==> config.mk <==
export PLATFORM = sky130hd
export DESIGN_NAME = autoneg_advertisement_reg
export DESIGN_NICKNAME = d
export VERILOG_FILES = /design/src/design/autoneg_adv_pkg.sv /design/src/design/adv_fields_if.sv /design/src/design/adv_field_decode.sv /design/src/design/autoneg_advertisement_reg.sv
export VERILOG_INCLUDE_DIRS = /design/src /design/src/design
export SDC_FILE = /design/constraint.sdc
export NUM_CORES = 1
export LEC_CHECK = 0
export BUFFER_PORTS_ARGS = -buffer_cell sky130_fd_sc_hd__buf_2
export CORE_ASPECT_RATIO = 1.5
export CORE_MARGIN = 4
export CORE_UTILIZATION = 40
export CTS_CLUSTER_DIAMETER = 80
export DETAILED_ROUTE_END_ITERATION = 10
export PLACE_DENSITY = 0.61
export SETUP_SLACK_MARGIN = 0.1
export SLEW_MARGIN = 20
export SYNTH_ARGS = -nofsm -noshare
export SYNTH_HDL_FRONTEND = slang
export SYNTH_SLANG_ARGS = --single-unit
export TNS_END_PERCENT = 30
==> constraint.sdc <==
create_clock -name clk -period 1.7 [get_ports clk]
set_input_delay 0.085 -clock clk [delete_from_list [all_inputs] [get_ports clk]]
set_output_delay 0.085 -clock clk [all_outputs]
set_load 0.01 [all_outputs]
==> src/design/autoneg_adv_defines.svh <==
// Notes on behaviour
// - Word 0x04, read/write, resets to zero.
// - SGMII bit 12 advertises full duplex.
// - SGMII bits 11:10 carry link speed code.
// - 1000BASE-X bit 15 is next page flag.
// - No local pages: answer null message pages.
// - 1000BASE-X bits 13:12 carry remote fault code.
// - 1000BASE-X pause ability field is writable.
// - Restart bit 9 pulses restart only when bit 12 is written one with it, self clears.
`ifndef AUTONEG_ADV_DEFINES_SVH
`define AUTONEG_ADV_DEFINES_SVH
`define CTRL_OFFSET     5'h00
`define STS_OFFSET      5'h01
`define ADV_OFFSET      5'h04
`define ADV_RESET       16'h0000
`define STS_BASE        16'h0149
`define CTRL_AN_EN      12
`define CTRL_RESTART    9
`define STS_AN_DONE     5
`define STS_LINK        2
`define SG_DUPLEX       12
`define SG_SPEED_HI     11
`define SG_SPEED_LO     10
`define SG_LOW_RESERVED_FIELD_HI      9
`define BX_NEXT_PAGE    15
`define BX_FAULT_HI     13
`define BX_FAULT_LO     12
`define BX_PAUSE_HI     8
`define BX_PAUSE_LO     7
`define NULL_MSG_CODE   11'h001
`define OP_WRITE        2'h1
`define OP_READ         2'h2
`define HDR_LAST        5'h0B
`define DATA_LAST       5'h0F
`endif

==> src/design/autoneg_adv_pkg.sv <==
package autoneg_adv_pkg;
	typedef enum logic [2:0] {
		ST_IDLE,
		ST_START,
		ST_HEADER,
		ST_TURN,
		ST_DATA
	} mdio_state_e;

	typedef logic [15:0] word_t;
	typedef logic [1:0]  code2_t;
	typedef logic [10:0] msg_code_t;

	function automatic logic reg_hit(input logic [4:0] addr,
		input logic [4:0] offset);
		reg_hit = (addr == offset);
	endfunction
endpackage

==> src/design/adv_fields_if.sv <==
`timescale 1ns/1ns
interface adv_fields_if;
	import autoneg_adv_pkg::*;
	word_t     adv_word;
	logic      sgmii_mode;
	logic      lp_next_page;
	logic      local_np_avail;
	logic      full_duplex_flag;
	code2_t    link_speed_code;
	logic      next_page_flag;
	code2_t    remote_fault_code;
	code2_t    pause_ability_code;
	logic      send_null_page;
	msg_code_t null_msg_code;

	modport owner (
		output adv_word, sgmii_mode, lp_next_page, local_np_avail,
		input  full_duplex_flag, link_speed_code, next_page_flag,
		input  remote_fault_code, pause_ability_code, send_null_page,
		input  null_msg_code
	);
	modport decoder (
		input  adv_word, sgmii_mode, lp_next_page, local_np_avail,
		output full_duplex_flag, link_speed_code, next_page_flag,
		output remote_fault_code, pause_ability_code, send_null_page,
		output null_msg_code
	);
endinterface // adv_fields_if

==> src/design/adv_field_decode.sv <==
`timescale 1ns/1ns
`include "autoneg_adv_defines.svh"
module adv_field_decode (
	adv_fields_if.decoder f
);
	import autoneg_adv_pkg::*;

	wire sg = f.sgmii_mode;
	wire bx = ~f.sgmii_mode;

	// layout by mode
	// Fields of the inactive layout read as zero so a stale value cannot
	// leak into the advertisement after a mode change.
	// duplex flag
	assign f.full_duplex_flag = sg & f.adv_word[`SG_DUPLEX];
	assign f.link_speed_code = sg ?
		f.adv_word[`SG_SPEED_HI:`SG_SPEED_LO] : 2'h0;
	assign f.next_page_flag = bx & f.adv_word[`BX_NEXT_PAGE];
	assign f.remote_fault_code = bx ?
		f.adv_word[`BX_FAULT_HI:`BX_FAULT_LO] : 2'h0;
	assign f.pause_ability_code = bx ?
		f.adv_word[`BX_PAUSE_HI:`BX_PAUSE_LO] : 2'h0;
	assign f.send_null_page = f.next_page_flag & f.lp_next_page &
		~f.local_np_avail;
	assign f.null_msg_code = `NULL_MSG_CODE;
endmodule // adv_field_decode

==> src/design/autoneg_advertisement_reg.sv <==
`timescale 1ns/1ns
`include "autoneg_adv_defines.svh"
module autoneg_advertisement_reg (
	input  wire logic                       clk,
	input  wire logic                       srst,
	input  wire logic                       mdc,
	input  wire logic                       mdio_i,
	output logic                            mdio_o,
	output logic                            mdio_oe_n,
	input  wire logic [4:0]                 phy_addr,
	input  wire logic                       sgmii_mode,
	input  wire logic                       an_complete,
	input  wire logic                       link_up,
	input  wire logic                       lp_next_page,
	input  wire logic                       local_np_avail,
	output logic                            an_enable,
	output logic                            an_restart,
	output autoneg_adv_pkg::word_t          adv_word,
	output logic                            full_duplex_flag,
	output autoneg_adv_pkg::code2_t         link_speed_code,
	output logic                            next_page_flag,
	output autoneg_adv_pkg::code2_t         remote_fault_code,
	output autoneg_adv_pkg::code2_t         pause_ability_code,
	output logic                            send_null_page,
	output autoneg_adv_pkg::msg_code_t      null_msg_code
);
	import autoneg_adv_pkg::*;

	logic [2:0]  mdc_s_q;
	logic [2:0]  mdio_s_q;
	logic        mdc_f_q;
	logic        mdio_f_q;
	mdio_state_e state_q;
	logic [4:0]  cnt_q;
	logic [11:0] hdr_q;
	word_t       data_q;
	logic        sel_q;
	logic        rd_q;
	logic        out_q;
	logic        oe_n_q;
	word_t       adv_q;
	logic        an_en_q;
	logic        restart_q;

	// A pin level counts only once the second and third stages agree.
	wire mdc_agree  = (mdc_s_q[1] == mdc_s_q[2]);
	wire mdio_agree = (mdio_s_q[1] == mdio_s_q[2]);
	wire mdc_rise   = mdc_agree & mdc_s_q[2] & ~mdc_f_q;
	wire mdio_bit   = mdio_agree ? mdio_s_q[2] : mdio_f_q;

	wire [11:0] hdr_full = {hdr_q[10:0], mdio_bit};
	wire [1:0]  hdr_op   = hdr_full[11:10];
	wire [4:0]  hdr_phy  = hdr_full[9:5];
	wire [4:0]  hdr_reg  = hdr_full[4:0];
	wire        phy_ok   = (hdr_phy == phy_addr);
	wire        op_rd    = (hdr_op == `OP_READ);
	wire        op_wr    = (hdr_op == `OP_WRITE);
	logic [4:0] reg_q;

	// Counter end points and the read-drive condition of a frame.
	wire hdr_end  = (cnt_q == `HDR_LAST);
	wire data_end = (cnt_q == `DATA_LAST);
	wire ta_first = (cnt_q == 5'h00);
	wire drive_rd = sel_q & rd_q;

	// A write lands only on the rise that samples data bit 0, so the
	// register never holds a partly shifted word.
	wire   wr_en   = mdc_rise & (state_q == ST_DATA) &
		data_end & sel_q & ~rd_q;
	word_t wr_word;
	assign wr_word = {data_q[14:0], mdio_bit};
	wire   wr_adv  = wr_en & reg_hit(reg_q, `ADV_OFFSET);
	wire   wr_ctrl = wr_en & reg_hit(reg_q, `CTRL_OFFSET);

	word_t ctrl_rd;
	word_t sts_rd;
	word_t rd_word;
	assign ctrl_rd = an_en_q ? (16'h0001 << `CTRL_AN_EN) : 16'h0000;
	// Completion shows only while negotiation is enabled.
	assign sts_rd = `STS_BASE |
		({15'h0000, an_complete & an_en_q} << `STS_AN_DONE) |
		({15'h0000, link_up} << `STS_LINK);
	// Unmapped addresses read as zero.
	assign rd_word = reg_hit(hdr_reg, `ADV_OFFSET)  ? adv_q   :
		reg_hit(hdr_reg, `CTRL_OFFSET) ? ctrl_rd :
		reg_hit(hdr_reg, `STS_OFFSET)  ? sts_rd  : 16'h0000;

	always_ff @(posedge clk) begin
		if (srst) begin
			// Reset values match the idle pin levels, so neither a false
			// clock edge nor a false start bit follows the release.
			mdc_s_q  <= 3'h0;
			mdio_s_q <= 3'h7;
			mdc_f_q  <= 1'b0;
			mdio_f_q <= 1'b1;
		end else begin
			mdc_s_q  <= {mdc_s_q[1:0], mdc};
			mdio_s_q <= {mdio_s_q[1:0], mdio_i};
			mdc_f_q  <= mdc_agree ? mdc_s_q[2] : mdc_f_q;
			mdio_f_q <= mdio_bit;
		end
	end

	// Preamble is optional: a frame starts at the first zero seen idle.
	always_ff @(posedge clk) begin
		if (srst) begin
			state_q <= ST_IDLE;
			cnt_q   <= 5'h00;
			hdr_q   <= 12'h000;
			reg_q   <= 5'h00;
			data_q  <= 16'h0000;
			sel_q   <= 1'b0;
			rd_q    <= 1'b0;
			out_q   <= 1'b1;
			oe_n_q  <= 1'b1;
		end else if (mdc_rise) begin
			case (state_q)
				ST_IDLE: begin
					oe_n_q <= 1'b1;
					if (!mdio_bit) begin
						state_q <= ST_START;
					end
				end
				ST_START: begin
					cnt_q   <= 5'h00;
					state_q <= mdio_bit ? ST_HEADER : ST_IDLE;
				end
				ST_HEADER: begin
					hdr_q <= hdr_full;
					cnt_q <= cnt_q + 5'h01;
					if (hdr_end) begin
						// Frames for other ports are followed but not answered.
						sel_q   <= phy_ok & (op_rd | op_wr);
						rd_q    <= op_rd;
						reg_q   <= hdr_reg;
						data_q  <= rd_word;
						cnt_q   <= 5'h00;
						state_q <= ST_TURN;
					end
				end
				ST_TURN: begin
					cnt_q <= cnt_q + 5'h01;
					// Driving starts after the first turnaround bit, so the
					// line shows a zero during the second one.
					if (drive_rd) begin
						oe_n_q <= 1'b0;
						out_q  <= ta_first ? 1'b0 : data_q[15];
					end
					if (!ta_first) begin
						if (rd_q) begin
							data_q <= {data_q[14:0], 1'b0};
						end
						cnt_q   <= 5'h00;
						state_q <= ST_DATA;
					end
				end
				ST_DATA: begin
					cnt_q <= cnt_q + 5'h01;
					if (rd_q) begin
						out_q  <= data_q[15];
						data_q <= {data_q[14:0], 1'b0};
					end else begin
						data_q <= wr_word;
					end
					if (data_end) begin
						oe_n_q  <= 1'b1;
						out_q   <= 1'b1;
						state_q <= ST_IDLE;
					end
				end
				default: begin
					state_q <= ST_IDLE;
				end
			endcase
		end
	end

	always_ff @(posedge clk) begin
		if (srst) begin
			adv_q     <= `ADV_RESET;
			an_en_q   <= 1'b0;
			restart_q <= 1'b0;
		end else begin
			if (wr_adv) begin
				adv_q <= wr_word;
			end
			if (wr_ctrl) begin
				an_en_q <= wr_word[`CTRL_AN_EN];
			end
			// The restart bit is never stored: it reads back as zero and
			// cannot fire again without a fresh write.
			// one-cycle restart
			restart_q <= wr_ctrl & wr_word[`CTRL_RESTART] &
				wr_word[`CTRL_AN_EN];
		end
	end

	// The raw word and the mode pin travel together to the decoder.
	adv_fields_if fields ();
	assign fields.adv_word       = adv_q;
	assign fields.sgmii_mode     = sgmii_mode;
	assign fields.lp_next_page   = lp_next_page;
	assign fields.local_np_avail = local_np_avail;

	adv_field_decode u_decode (
		.f (fields.decoder)
	);

	assign mdio_o             = out_q;
	assign mdio_oe_n          = oe_n_q;
	assign an_enable          = an_en_q;
	assign an_restart         = restart_q;
	assign adv_word           = adv_q;
	assign full_duplex_flag   = fields.full_duplex_flag;
	assign link_speed_code    = fields.link_speed_code;
	assign next_page_flag     = fields.next_page_flag;
	assign remote_fault_code  = fields.remote_fault_code;
	assign pause_ability_code = fields.pause_ability_code;
	assign send_null_page     = fields.send_null_page;
	assign null_msg_code      = fields.null_msg_code;
endmodule // autoneg_advertisement_reg

==> results.cfg <==
[outcome]
status = finished with violations
violations = negative setup slack

[sta]
hold-worst-slack_ps = 205
slew_violations = 0
rsz0062_at_grt = true
period_needed_ps = 1820
finalHoldViolations = 0
maxSlewHeadroom_pct = 48.7
setup-violations-final = 36
fmax_mhz = 549
finalWorstSetupSlack_ps = -123
fin_skew_ps = 6.91
fin_crit_sh_pct = 107
tightest_slew_ps = 768
fin_tns_setup_ps = -2180

[drt]
routed_wl_um = 9540
drtAntennaViolNets = 0
vias_per_cell = 5.63
wl_per_cell_um = 16.3
vias = 3299
firstDrtPassIters = 4
drt_iter0_drc = 185
drc = 0

[floorplanning]
initial_utilization_pct = 40.7
die_area_mm2 = 0.0105
die-width_um = 85.1
die_h_um = 124
core_mm2 = 0.00878
io_pins = 54
row_count = 42

[synth]
synth-xor-area-share_pct = 1.23
async_flop_share_pct = 0
yosys.area_share.simple_pct = 19.5
ys_seq_area_share_pct = 39.3
synth_top_family_by_area = compound AO/OA/AOI/OAI gates
ys.flop_type = dfxtp_1
synth_mux_area_share_pct = 5.89
yosys.area_share.adder_pct = 2.03
syn_inst = 387
syn-mean-instance-area_um2 = 9.22
ys_ff_latch = 70
syn_area_mm2 = 0.00357
ys.warnings.count = 0
synthDistinctLibCells = 60
synth_compound_area_share_pct = 23.8
synth_edf_count = 0

[final_layout]
num_antenna_cells = 0
final_nets = 490
drive_gt1_share_pct = 39.1
layout.cells.most_common = dfxtp_1
layout_common_cells = dfxtp_1, buf_4, buf_2, nor2_1, a21oi_1
area_growth_pct = 37.0

[global_route]
grt_max_degree = 27
overflow = 0
grt_antenna_before_repair = 0
grt_pass1_vias = 3190
track_usage_pct = 18.2
grt_pass1_wl_um = 15500

[setup_path]
path_max_fanout = 7
critPathKind = register to register
cp_slowest_stage_delay_ps = 360
crit_slowest_cell = dfxtp_2
cp.arrival_ps = 2040
critPathRequiredTime_ps = 1910
startpoint_type = register
worstSetupEndpointType = register
worstPathCellList = ha_4 > and3_4 > ha_4 > and4bb_2 > nand4_1 > buf_6 > buf_6 > o21ai_1 > a21oi_1

[clock_network]
cts_buffer_depth = 2
path_clk_slew_ps = 50
cts-root-buf = clkbuf_16
cts_buffers = 9
clock-sinks = 70
insertion_delay_ps = 330
htree_levels = 3
cts_tree = built

[power]
p_total_uw = 3770
p_per_area_mw_per_mm2 = 771
power_leakage_uw = 0.00185
vdd_drop_max_uv = 592

[flow_run]
drv_cap = 0

[placement]
routabilityCongestion = 0.869
dpl.hpwl_um = 6240
io_buffers = 42

[min_path]
hp-class = input pin to register
-- registers in the layout (all words and copies together), names as in the netlist --
| signal | cells |
|---|---|
| mdc_f_q | 1 |
| an_enable | 1 |
| mdio_f_q | 1 |
| mdc_s_q | 3 |
| mdio_o | 1 |
| mdio_s_q | 3 |
| hdr_q | 11 |
| state_q | 3 |
| rd_q | 1 |
| cnt_q | 5 |
| an_restart | 1 |
| reg_q | 5 |
| adv_word | 16 |
| data_q | 16 |
| mdio_oe_n | 1 |
| sel_q | 1 |
-- worst paths after layout --
check / from / to / slack, ps / cells past startpoint
max: cnt_q[1]$_SDFFE_PP0P_ / adv_word[5]$_SDFFE_PP0P_ / -120 / 9
min reg2reg: mdio_s_q[0]$_SDFF_PP1_ / mdio_s_q[1]$_SDFF_PP1_ / 400 / 1
max reg2reg: cnt_q[1]$_SDFFE_PP0P_ / adv_word[5]$_SDFFE_PP0P_ / -120 / 9
min: phy_addr[2] / sel_q$_SDFFE_PP0P_ / 210 / 5
-- worst max-delay path: cells and delay by family, from the launching register on --
kind	cells	cell delay, ps
simple gates	3	560
flops	1	360
fa+ha+maj	2	300
buf+inv	2	280
compound gates	2	200
-- routing by layer --
metal / share of wire [%] / up-vias / wire (µm) / track usage, %
met5: 0 / - / 0 / 0
met4: 1.5 / 0 / 147 / 8.91
met3: 5.5 / 16 / 526 / 3.57
met2: 52 / 108 / 4970 / 30.9
met1: 41 / 1592 / 3900 / 21.9
li1: - / 1583 / - / -
-- layout make-up --
| class | count | area, µm² |
|---|---|---|
| clock buffers | 11 | 243 |
| clock inverters | 5 | 81.3 |
| fillers | 775 | 3890 |
| inverters | 9 | 33.8 |
| multi-input cells | 274 | 2140 |
| flip-flops and latches | 70 | 1410 |
| well taps | 110 | 138 |
| repair buffers | 107 | 845 |
-- report_power, final --
group          switching (µW)  internal, µW  leakage (µW)
Combinational            59.3          33.1       0.00113
Clock                     701          1330      0.000156
Sequential               2.24          1650      0.000567
Total                     762          3010       0.00185
-- Yosys cell counts, types with 4 or more instances --
| master | count | area, µm² |
|---|---|---|
| dfxtp_1 | 70 | 1400 |
| a21oi_1 | 26 | 130 |
| nor2_1 | 26 | 97.6 |
| o21ai_0 | 24 | 120 |
| mux2i_1 | 21 | 210 |
| nand3_1 | 20 | 100 |
| clkbuf_1 | 18 | 67.6 |
| a221oi_1 | 16 | 140 |
| buf_4 | 16 | 120 |
| nand2_1 | 14 | 52.6 |
| nor2b_1 | 14 | 87.6 |
| a32oi_1 | 10 | 87.6 |
| inv_1 | 8 | 30.0 |
| a211oi_2 | 7 | 87.6 |
| buf_2 | 7 | 35.0 |
| a211oi_1 | 5 | 37.5 |
| a311oi_1 | 5 | 43.8 |
| and3b_1 | 5 | 43.8 |
| ha_1 | 5 | 62.6 |
| nand2b_1 | 5 | 31.3 |
| xor2_1 | 5 | 43.8 |
| o211ai_1 | 4 | 30.0 |
| o21ai_1 | 4 | 20.0 |
| or2_2 | 4 | 25.0 |
-- per-stage QoR --
stage,instance area (µm²),cells,setup WS [ps],utilization [%]
after global placement,4150,553,-110,47.2
after detailed placement,4150,553,-167,47.2
after floorplan,3640,396,-90.1,-
after CTS,4660,576,-154,53.1
final,4890,586,-123,55.7
after global routing,4890,586,-238,55.7
-- logic make-up after synthesis --
| group | Yosys count |
|---|---|
| AO/OA/AOI/OAI | 116 |
| XOR/XNOR | 5 |
| adder cells (fa/ha/maj) | 6 |
| buffers and inverters | 53 |
| flip-flops | 70 |
| multiplexers | 21 |
| other | 2 |
| AND/OR/NAND/NOR | 114 |
-- timing repair --
action	CTS	global route
hold endpoints to repair	2	0
setup endpoints to repair	48	61
hold buffers	2	0
gates resized for setup	34	35
pin swaps	17	22
buffers inserted	4	8
cloned	1	2
Power figures use the tool's default switching activity.
